## src/include/sfc_pkg.sv

```systemverilog
// Purpose: constants for the startup fabric control block
// Assumes: single 50 MHz clock domain, clk period 20 ns
// Notes: cycle counts are derived from times given in ns
//
// Summary of operation
// - end_of_startup output mirrors internal startup flag
// - fabric startup clock steps startup sequence
// - global set reset restores flip-flop initial values
// - global tristate floats every user I/O
// - user clock output forwarded to config pin
// - clock tristate high floats config clock pin
// - done pin driven from user done value
// - done tristate high floats done pin
// - config clock echoed back to fabric
// - flash serial data passed through unaltered
// - internal oscillator clock offered to fabric
// - main configuration clock offered to fabric
// - program event raises reprogram request first
// - key_clear_n low 250 ns erases keys
// - request, acknowledge, key clear need security enable
package sfc_pkg;
  localparam int CLK_PERIOD_NS = 20;
  localparam int KEY_CLEAR_NS = 250;
  // least time rounds up to whole cycles
  localparam int KEY_CLEAR_CYC = (KEY_CLEAR_NS + CLK_PERIOD_NS - 1) / CLK_PERIOD_NS;
  localparam int KCNT_W = 5;
  localparam int START_STEPS = 8;
  localparam int SCNT_W = 4;
  localparam logic PROG_SEC_DEFAULT = 1'b0;
  typedef enum logic [2:0] {PS_IDLE, PS_REQ, PS_RESET, PS_RESTART} sfc_prog_t;
endpackage : sfc_pkg

```

## src/verilog/sfc_startup_ctrl.sv

```systemverilog
`timescale 1ns/100ps
// Purpose: fabric-facing startup, pin takeover and program-event control
// Assumes: all inputs synchronous to clk, clock-like inputs sampled as data
// Notes: clock pins are modelled as sampled levels driven from flops
module sfc_startup_ctrl (
  input wire logic clk,
  input wire logic arst_n,
  input wire logic clkEn,
  input wire logic userStartupClk,
  input wire logic globalSetReset,
  input wire logic globalTristate,
  input wire logic userCfgClockOut,
  input wire logic userCfgClockTristate,
  input wire logic userDoneOut,
  input wire logic userDoneTristate,
  input wire logic cfgClockPinIn,
  input wire logic flashDataPinIn,
  input wire logic internalOscIn,
  input wire logic mainCfgClkIn,
  input wire logic programPinPulse,
  input wire logic scanProgramCommand,
  input wire logic reprogramAcknowledge,
  input wire logic keyClear_n,
  input wire logic programSecurityEnable,
  output logic endOfStartup,
  output logic flopInitLoad,
  output logic userIoFloat,
  output logic cfgClockPinOut,
  output logic cfgClockPinOe,
  output logic donePinOut,
  output logic donePinOe,
  output logic cfgClockEcho,
  output logic flashSerialDataEcho,
  output logic internalOscillatorClock,
  output logic mainConfigurationClock,
  output logic reprogramRequest,
  output logic deviceReset,
  output logic keyEraseStrobe
);
  import sfc_pkg::*;

  // ****************************************
  // declarations
  // ****************************************
  logic startStep; // rising edge of fabric startup clock
  logic [SCNT_W-1:0] stepCnt_ff; // startup sequence position
  logic [SCNT_W-1:0] nxt_stepCnt;
  logic startDone_ff; // internal end-of-startup flag
  logic nxt_startDone; // next value of the startup flag
  sfc_prog_t progState_ff; // program event machine
  sfc_prog_t nxt_progState;
  logic progEvent; // any program source
  logic secOn; // security feature active
  logic [KCNT_W-1:0] keyCnt_ff; // low time of key clear
  logic [KCNT_W-1:0] nxt_keyCnt;
  logic keyDone_ff; // erase already fired this pulse
  logic keyHit; // threshold reached this cycle
  logic flopLoad_ff; // registered global set/reset
  logic ioFloat_ff; // registered global tristate
  logic clkPinOut_ff; // config clock pin value
  logic clkPinOe_ff; // config clock pin driven when high
  logic doneO_ff; // done pin value
  logic doneOe_ff; // done pin driven when high
  logic clkEcho_ff; // config clock copy for the fabric
  logic dinEcho_ff; // flash data copy for the fabric
  logic oscEcho_ff; // oscillator copy
  logic cfgEcho_ff; // main config clock copy
  logic req_ff; // reprogram request to the fabric
  logic rst_ff; // one-cycle reset pulse
  logic erase_ff; // one-cycle key erase strobe

  // saturating increment keeps a long low pulse from wrapping the count
  function automatic logic [KCNT_W-1:0] satInc(input logic [KCNT_W-1:0] v,
                                                input logic [KCNT_W-1:0] lim);
    satInc = (v >= lim) ? lim : v + 5'h01;
  endfunction : satInc

  // ****************************************
  // startup sequencer
  // ****************************************
  sfc_edge_sync uStartEdge (
    .clk(clk),
    .arst_n(arst_n),
    .clkEn(clkEn),
    .sigIn(userStartupClk),
    .riseOut(startStep)
  );

  // sequence steps only on the fabric clock edge; program reset restarts it
  assign nxt_stepCnt = rst_ff ? 4'h0 :
                       (startStep && !startDone_ff) ? stepCnt_ff + 4'h1 : stepCnt_ff;
  assign nxt_startDone = rst_ff ? 1'b0 :
                         (stepCnt_ff == SCNT_W'(START_STEPS - 1) && startStep) ? 1'b1 :
                         startDone_ff;

  always_ff @(posedge clk or negedge arst_n) begin
    if (!arst_n) begin
      stepCnt_ff <= 4'h0;
      startDone_ff <= 1'b0;
    end else if (clkEn) begin
      stepCnt_ff <= nxt_stepCnt;
      startDone_ff <= nxt_startDone;
    end
  end
  assign endOfStartup = startDone_ff;

  // ****************************************
  // program event handshake
  // ****************************************
  assign secOn = programSecurityEnable;
  assign progEvent = programPinPulse | scanProgramCommand;

  // with security off the reset proceeds at once, no request is raised
  always_comb begin
    nxt_progState = progState_ff;
    case (progState_ff)
      PS_IDLE: begin
        if (progEvent) begin
          nxt_progState = secOn ? PS_REQ : PS_RESET;
        end
      end
      PS_REQ: begin
        if (reprogramAcknowledge || !secOn) begin
          nxt_progState = PS_RESET;
        end
      end
      PS_RESET: begin
        nxt_progState = PS_RESTART;
      end
      PS_RESTART: begin
        nxt_progState = PS_IDLE;
      end
      default: begin
        nxt_progState = PS_IDLE;
      end
    endcase
  end

  always_ff @(posedge clk or negedge arst_n) begin
    if (!arst_n) begin
      progState_ff <= PS_IDLE;
      req_ff <= 1'b0;
      rst_ff <= 1'b0;
    end else if (clkEn) begin
      progState_ff <= nxt_progState;
      req_ff <= (nxt_progState == PS_REQ);
      rst_ff <= (nxt_progState == PS_RESET);
    end
  end
  assign reprogramRequest = req_ff;
  assign deviceReset = rst_ff;

  // ****************************************
  // key clear timing
  // ****************************************
  // count low cycles; erase fires once when the low time is met
  // a pulse shorter than the erase time leaves the keys intact
  assign nxt_keyCnt = (!keyClear_n && secOn) ?
                      satInc(keyCnt_ff, KCNT_W'(KEY_CLEAR_CYC)) : 5'h00;
  assign keyHit = (nxt_keyCnt == KCNT_W'(KEY_CLEAR_CYC)) && !keyDone_ff;

  always_ff @(posedge clk or negedge arst_n) begin
    if (!arst_n) begin
      keyCnt_ff <= 5'h00;
      keyDone_ff <= 1'b0;
      erase_ff <= 1'b0;
    end else if (clkEn) begin
      keyCnt_ff <= nxt_keyCnt;
      keyDone_ff <= (nxt_keyCnt == KCNT_W'(KEY_CLEAR_CYC));
      erase_ff <= keyHit;
    end
  end
  assign keyEraseStrobe = erase_ff;

  // ****************************************
  // global controls and pin takeover
  // ****************************************
  // all pin-side values registered so data outputs come from flops
  always_ff @(posedge clk or negedge arst_n) begin
    if (!arst_n) begin
      flopLoad_ff <= 1'b0;
      ioFloat_ff <= 1'b0;
      clkPinOut_ff <= 1'b0;
      clkPinOe_ff <= 1'b0;
      doneO_ff <= 1'b0;
      doneOe_ff <= 1'b0;
    end else if (clkEn) begin
      flopLoad_ff <= globalSetReset;
      ioFloat_ff <= globalTristate;
      clkPinOut_ff <= userCfgClockOut;
      clkPinOe_ff <= !userCfgClockTristate;
      doneO_ff <= userDoneOut;
      doneOe_ff <= !userDoneTristate;
    end
  end
  assign flopInitLoad = flopLoad_ff;
  assign userIoFloat = ioFloat_ff;
  assign cfgClockPinOut = clkPinOut_ff;
  assign cfgClockPinOe = clkPinOe_ff;
  assign donePinOut = doneO_ff;
  assign donePinOe = doneOe_ff;

  // ****************************************
  // echoes into the fabric
  // ****************************************
  // one-cycle latency is the price of sampling clocks as data
  always_ff @(posedge clk or negedge arst_n) begin
    if (!arst_n) begin
      clkEcho_ff <= 1'b0;
      dinEcho_ff <= 1'b0;
      oscEcho_ff <= 1'b0;
      cfgEcho_ff <= 1'b0;
    end else if (clkEn) begin
      clkEcho_ff <= cfgClockPinIn;
      dinEcho_ff <= flashDataPinIn;
      oscEcho_ff <= internalOscIn;
      cfgEcho_ff <= mainCfgClkIn;
    end
  end
  assign cfgClockEcho = clkEcho_ff;
  assign flashSerialDataEcho = dinEcho_ff;
  assign internalOscillatorClock = oscEcho_ff;
  assign mainConfigurationClock = cfgEcho_ff;
endmodule : sfc_startup_ctrl

```

## src/verilog/sfc_edge_sync.sv

```systemverilog
`timescale 1ns/100ps
// Purpose: sample a fabric-made clock and report its rising edges
// Assumes: input is synchronous to clk per house convention
// Notes: one register stage, pulse in the same cycle the input first reads high
module sfc_edge_sync (
  input wire logic clk,
  input wire logic arst_n,
  input wire logic clkEn,
  input wire logic sigIn,
  output logic riseOut
);
  import sfc_pkg::*;
  logic prev_ff; // last sampled level
  // ****************************************
  // edge detect
  // ****************************************
  always_ff @(posedge clk or negedge arst_n) begin
    if (!arst_n) begin
      prev_ff <= 1'b0;
    end else if (clkEn) begin
      prev_ff <= sigIn;
    end
  end
  assign riseOut = clkEn & sigIn & ~prev_ff;
endmodule : sfc_edge_sync

```

## config.mk

```make
export PLATFORM = sky130hd
export DESIGN_NAME = sfc_startup_ctrl
export DESIGN_NICKNAME = d
export VERILOG_FILES = /design/src/include/sfc_pkg.sv /design/src/verilog/sfc_startup_ctrl.sv /design/src/verilog/sfc_edge_sync.sv
export SDC_FILE = /design/constraint.sdc
export NUM_CORES = 1
export LEC_CHECK = 0
export BUFFER_PORTS_ARGS = -buffer_cell sky130_fd_sc_hd__buf_2
export CAP_MARGIN = 20
export CORE_AREA = 3 3 46 65
export DETAILED_ROUTE_END_ITERATION = 7
export DIE_AREA = 0 0 49 68
export GPL_ROUTABILITY_DRIVEN = 0
export PLACE_DENSITY = 0.84
export SYNTH_ARGS = -nofsm -noshare
export SYNTH_HDL_FRONTEND = slang
export SYNTH_HIERARCHICAL = 1
export SYNTH_SLANG_ARGS = --single-unit
```

## constraint.sdc

```tcl
create_clock -name clk -period 3.8 [get_ports clk]
set_input_delay 0.19 -clock clk [delete_from_list [all_inputs] [get_ports clk]]
set_output_delay 0.19 -clock clk [all_outputs]
set_load 0.02 [all_outputs]
```

==> flow_metrics.tcl <==
set metrics [dict create \
    path_class "flip-flop to flip-flop" \
    worst-r2r-setup-slack_ns 2.12 \
    drive_above_1_share_pct 32.2 \
    synth_flop_cell "dfrtp_1" \
    antenna_left 0 \
    top_register "keyCnt_ff" \
    drt_pre_antenna_iters 4 \
    worstSetupStartpointType "flip-flop" \
    cp_max_fo 6 \
    grt_max_degree 41 \
    grt_pass1_wl_um 4340 \
    routed_via_density 5.46 \
    ir_drop_v 0.000342 \
    critPathLaunch "keyCnt_ff[1]$_DFFE_PN0P_" \
    syn_area_per_cell_um2 11.3 \
    tns_ns 0 \
    timing.fmax_ghz 0.595 \
    hold_class "input port to flip-flop" \
    nets 175 \
    synth_top_area_cell "dfrtp_1" \
    grt_usage_pct 17.0 \
    period_share_pct 44.3 \
    vias 1016 \
    diodes 0 \
    endpoint "keyEraseStrobe$_DFFE_PN0P_" \
    synth_fp_nets 142 \
    synth_top_area_share_pct 51.7 \
    initialDrtViolationCount 30 \
    cts_tree "yes" \
    leakagePower_nw 0.774 \
    reg2reg_depth 5 \
    period_needed_ns 1.68 \
    slowest_delay_ns 0.46 \
    dp_hpwl_um 1830 \
    fp-row-count 21 \
    cp_slowest_cell "dfrtp_1" \
    fin_util_pct 65.3 \
    die_area_um2 3330 \
    clock_path_buffers 2 \
    crit_arrival_ns 1.89 \
    synth-seq-cells 28 \
    path_clk_slew_ns 0.16 \
    crit_required_ns 4.01 \
    p_per_area_nw_per_um2 497 \
    largest_register_ffs 5 \
    async_flop_share_pct 100 \
    holdWs_ns 0.0245 \
    top_regs "keyCnt_ff x5, stepCnt_ff x4, progState_ff x3" \
    antenna_found_initial 0 \
    drv_cap 0 \
    r2r_start "keyCnt_ff[1]$_DFFE_PN0P_" \
    crit_path_end_kind "flip-flop" \
    cp.depth 5 \
    grt_pass1_vias 1029 \
    power_w 0.000794 \
    slew_headroom_pct 55.0 \
    portBuffers 32 \
    rsz0062_at_grt "false" \
    die_y_um 68 \
    yosysWarnings 6 \
    yosys-top-cells-count "28 x dfrtp_1, 14 x inv_1, 8 x mux2_2" \
    start_util_pct 55.5 \
    core_area_um2 2440 \
    crit_chain "inv_1, ha_1, o311a_1, a311oi_2, o32ai_1" \
    cts-root-buf "clkbuf_4" \
    overflow 0 \
    wirelength_um 2460 \
    worst_pin_slew_ns 0.676 \
    cpLargestDelayFamily "compound AO/OA/AOI/OAI gates" \
    synth_seq_area_share_pct 51.7 \
    wl_per_cell_um 13.2 \
    post_cts_buffers 0 \
    ys_types 40 \
    worstSkewPairLatency_ns 0.34 \
    cts_buffers 3 \
    reg2reg_to "keyEraseStrobe$_DFFE_PN0P_" \
    synth_edf_count 0 \
    route.detailed.drc 0 \
    synth.most_common_cell "dfrtp_1" \
    finalHoldViolations 0 \
    cts_max_level 1 \
    syn_inst 120 \
    pin_count 33 \
    finClkSkew_ns 0.0217 \
    ys_top_cells_by_area "dfrtp_1 52%, mux2_2 6.6%, inv_1 3.9%" \
    drv_slew 0 \
    cts.sinks 28 \
    netlist_area_um2 1360 \
    setup_viol_count_final 0 \
    area_growth_syn_to_layout_pct 17.8 \
    die_w_um 49 \
    critical_path_buf_inv_count 1 \
    outcome "completed" \
]
stage by stage:
stage / instance area, um2 / std cells / setup WS [ns]
after floorplan: 1360 / 120 / 2.27
after global placement: 1530 / 181 / 2.20
after detailed placement: 1530 / 181 / 2.13
after CTS: 1600 / 186 / 2.11
after global routing: 1600 / 186 / 2.00
final: 1600 / 186 / 2.12
worst reg2reg max path, stage by stage, from the launching register on:
cell and delay, ns:
dfrtp_1 0.46, inv_1 0.09, ha_1 0.21, o311a_1 0.39, a311oi_2 0.28, o32ai_1 0.12
placed cells by master, fill, tap and decap left out, types with 2 or more instances in the layout:
master,Yosys,final
buf_2,3,32
dfrtp_1,28,28
inv_1,14,14
mux2_2,8,8
o21ai_0,6,6
mux2i_1,5,5
o22ai_1,5,5
nor2b_1,4,4
a21oi_1,3,3
nor2_1,3,3
nand2b_1,3,3
ha_1,3,3
clkbuf_4,0,3
a21boi_0,2,2
nand4_1,2,2
nand4b_1,2,2
o32ai_1,2,2
nand2_1,2,2
nand3b_1,2,2
o311ai_0,2,2
worst min path at each step:
stage                                    start                   endpoint  slack (ns)  cells past startpoint
final                     userCfgClockTristate  cfgClockPinOe$_DFFE_PN0P_        0.02                      2
after global routing      userCfgClockTristate  cfgClockPinOe$_DFFE_PN0P_       0.005                      2
after CTS                 userCfgClockTristate  cfgClockPinOe$_DFFE_PN0P_       0.009                      2
after detailed placement                arst_n   flopInitLoad$_DFFE_PN0P_        0.23                      1
after global placement                  arst_n   flopInitLoad$_DFFE_PN0P_        0.23                      1
after floorplan                         arst_n   cfgClockEcho$_DFFE_PN0P_       -0.11                      0
power by group:
group          switching (W)  internal (W)  total, W
logic               0.000107     0.0000926  0.000200
registers          0.0000506      0.000350  0.000400
clock network      0.0000871      0.000107  0.000194
timing repair:
item                                    4_1_cts  5_1_grt
endpoints found under the setup margin        0        0
hold buffers                                  1        0
gates resized for setup                       0        0
endpoints found under the hold margin        28        0
cell type report:
type / count / area, um2
sequential: 28 / 701
clock buffer: 3 / 22.5
inverter: 14 / 52.6
clock inverter: 1 / 30.0
multi-input combinational: 73 / 578
timing repair buffer: 33 / 170
tap: 34 / 42.5
fill: 212 / 847
kinds of logic after synthesis:
family	count (synthesis)	synth area share, %
AO/OA/AOI/OAI	29	15.4
XOR/XNOR	1	0.646
adder cells (fa/ha/maj)	3	2.77
buffers and inverters	19	5.63
flip-flops	28	51.7
multiplexers	14	11.4
AND/OR/NAND/NOR	26	12.4
routing by layer:
layer	vias to the layer above	part of all wire, %	track usage, %
met1	489	43	20.7
met5	-	0	0
met4	0	2.1	9.96
li1	497	-	-
met3	5	4.2	2.40
met2	25	51	28.9
Power figures use the tool's default switching activity.
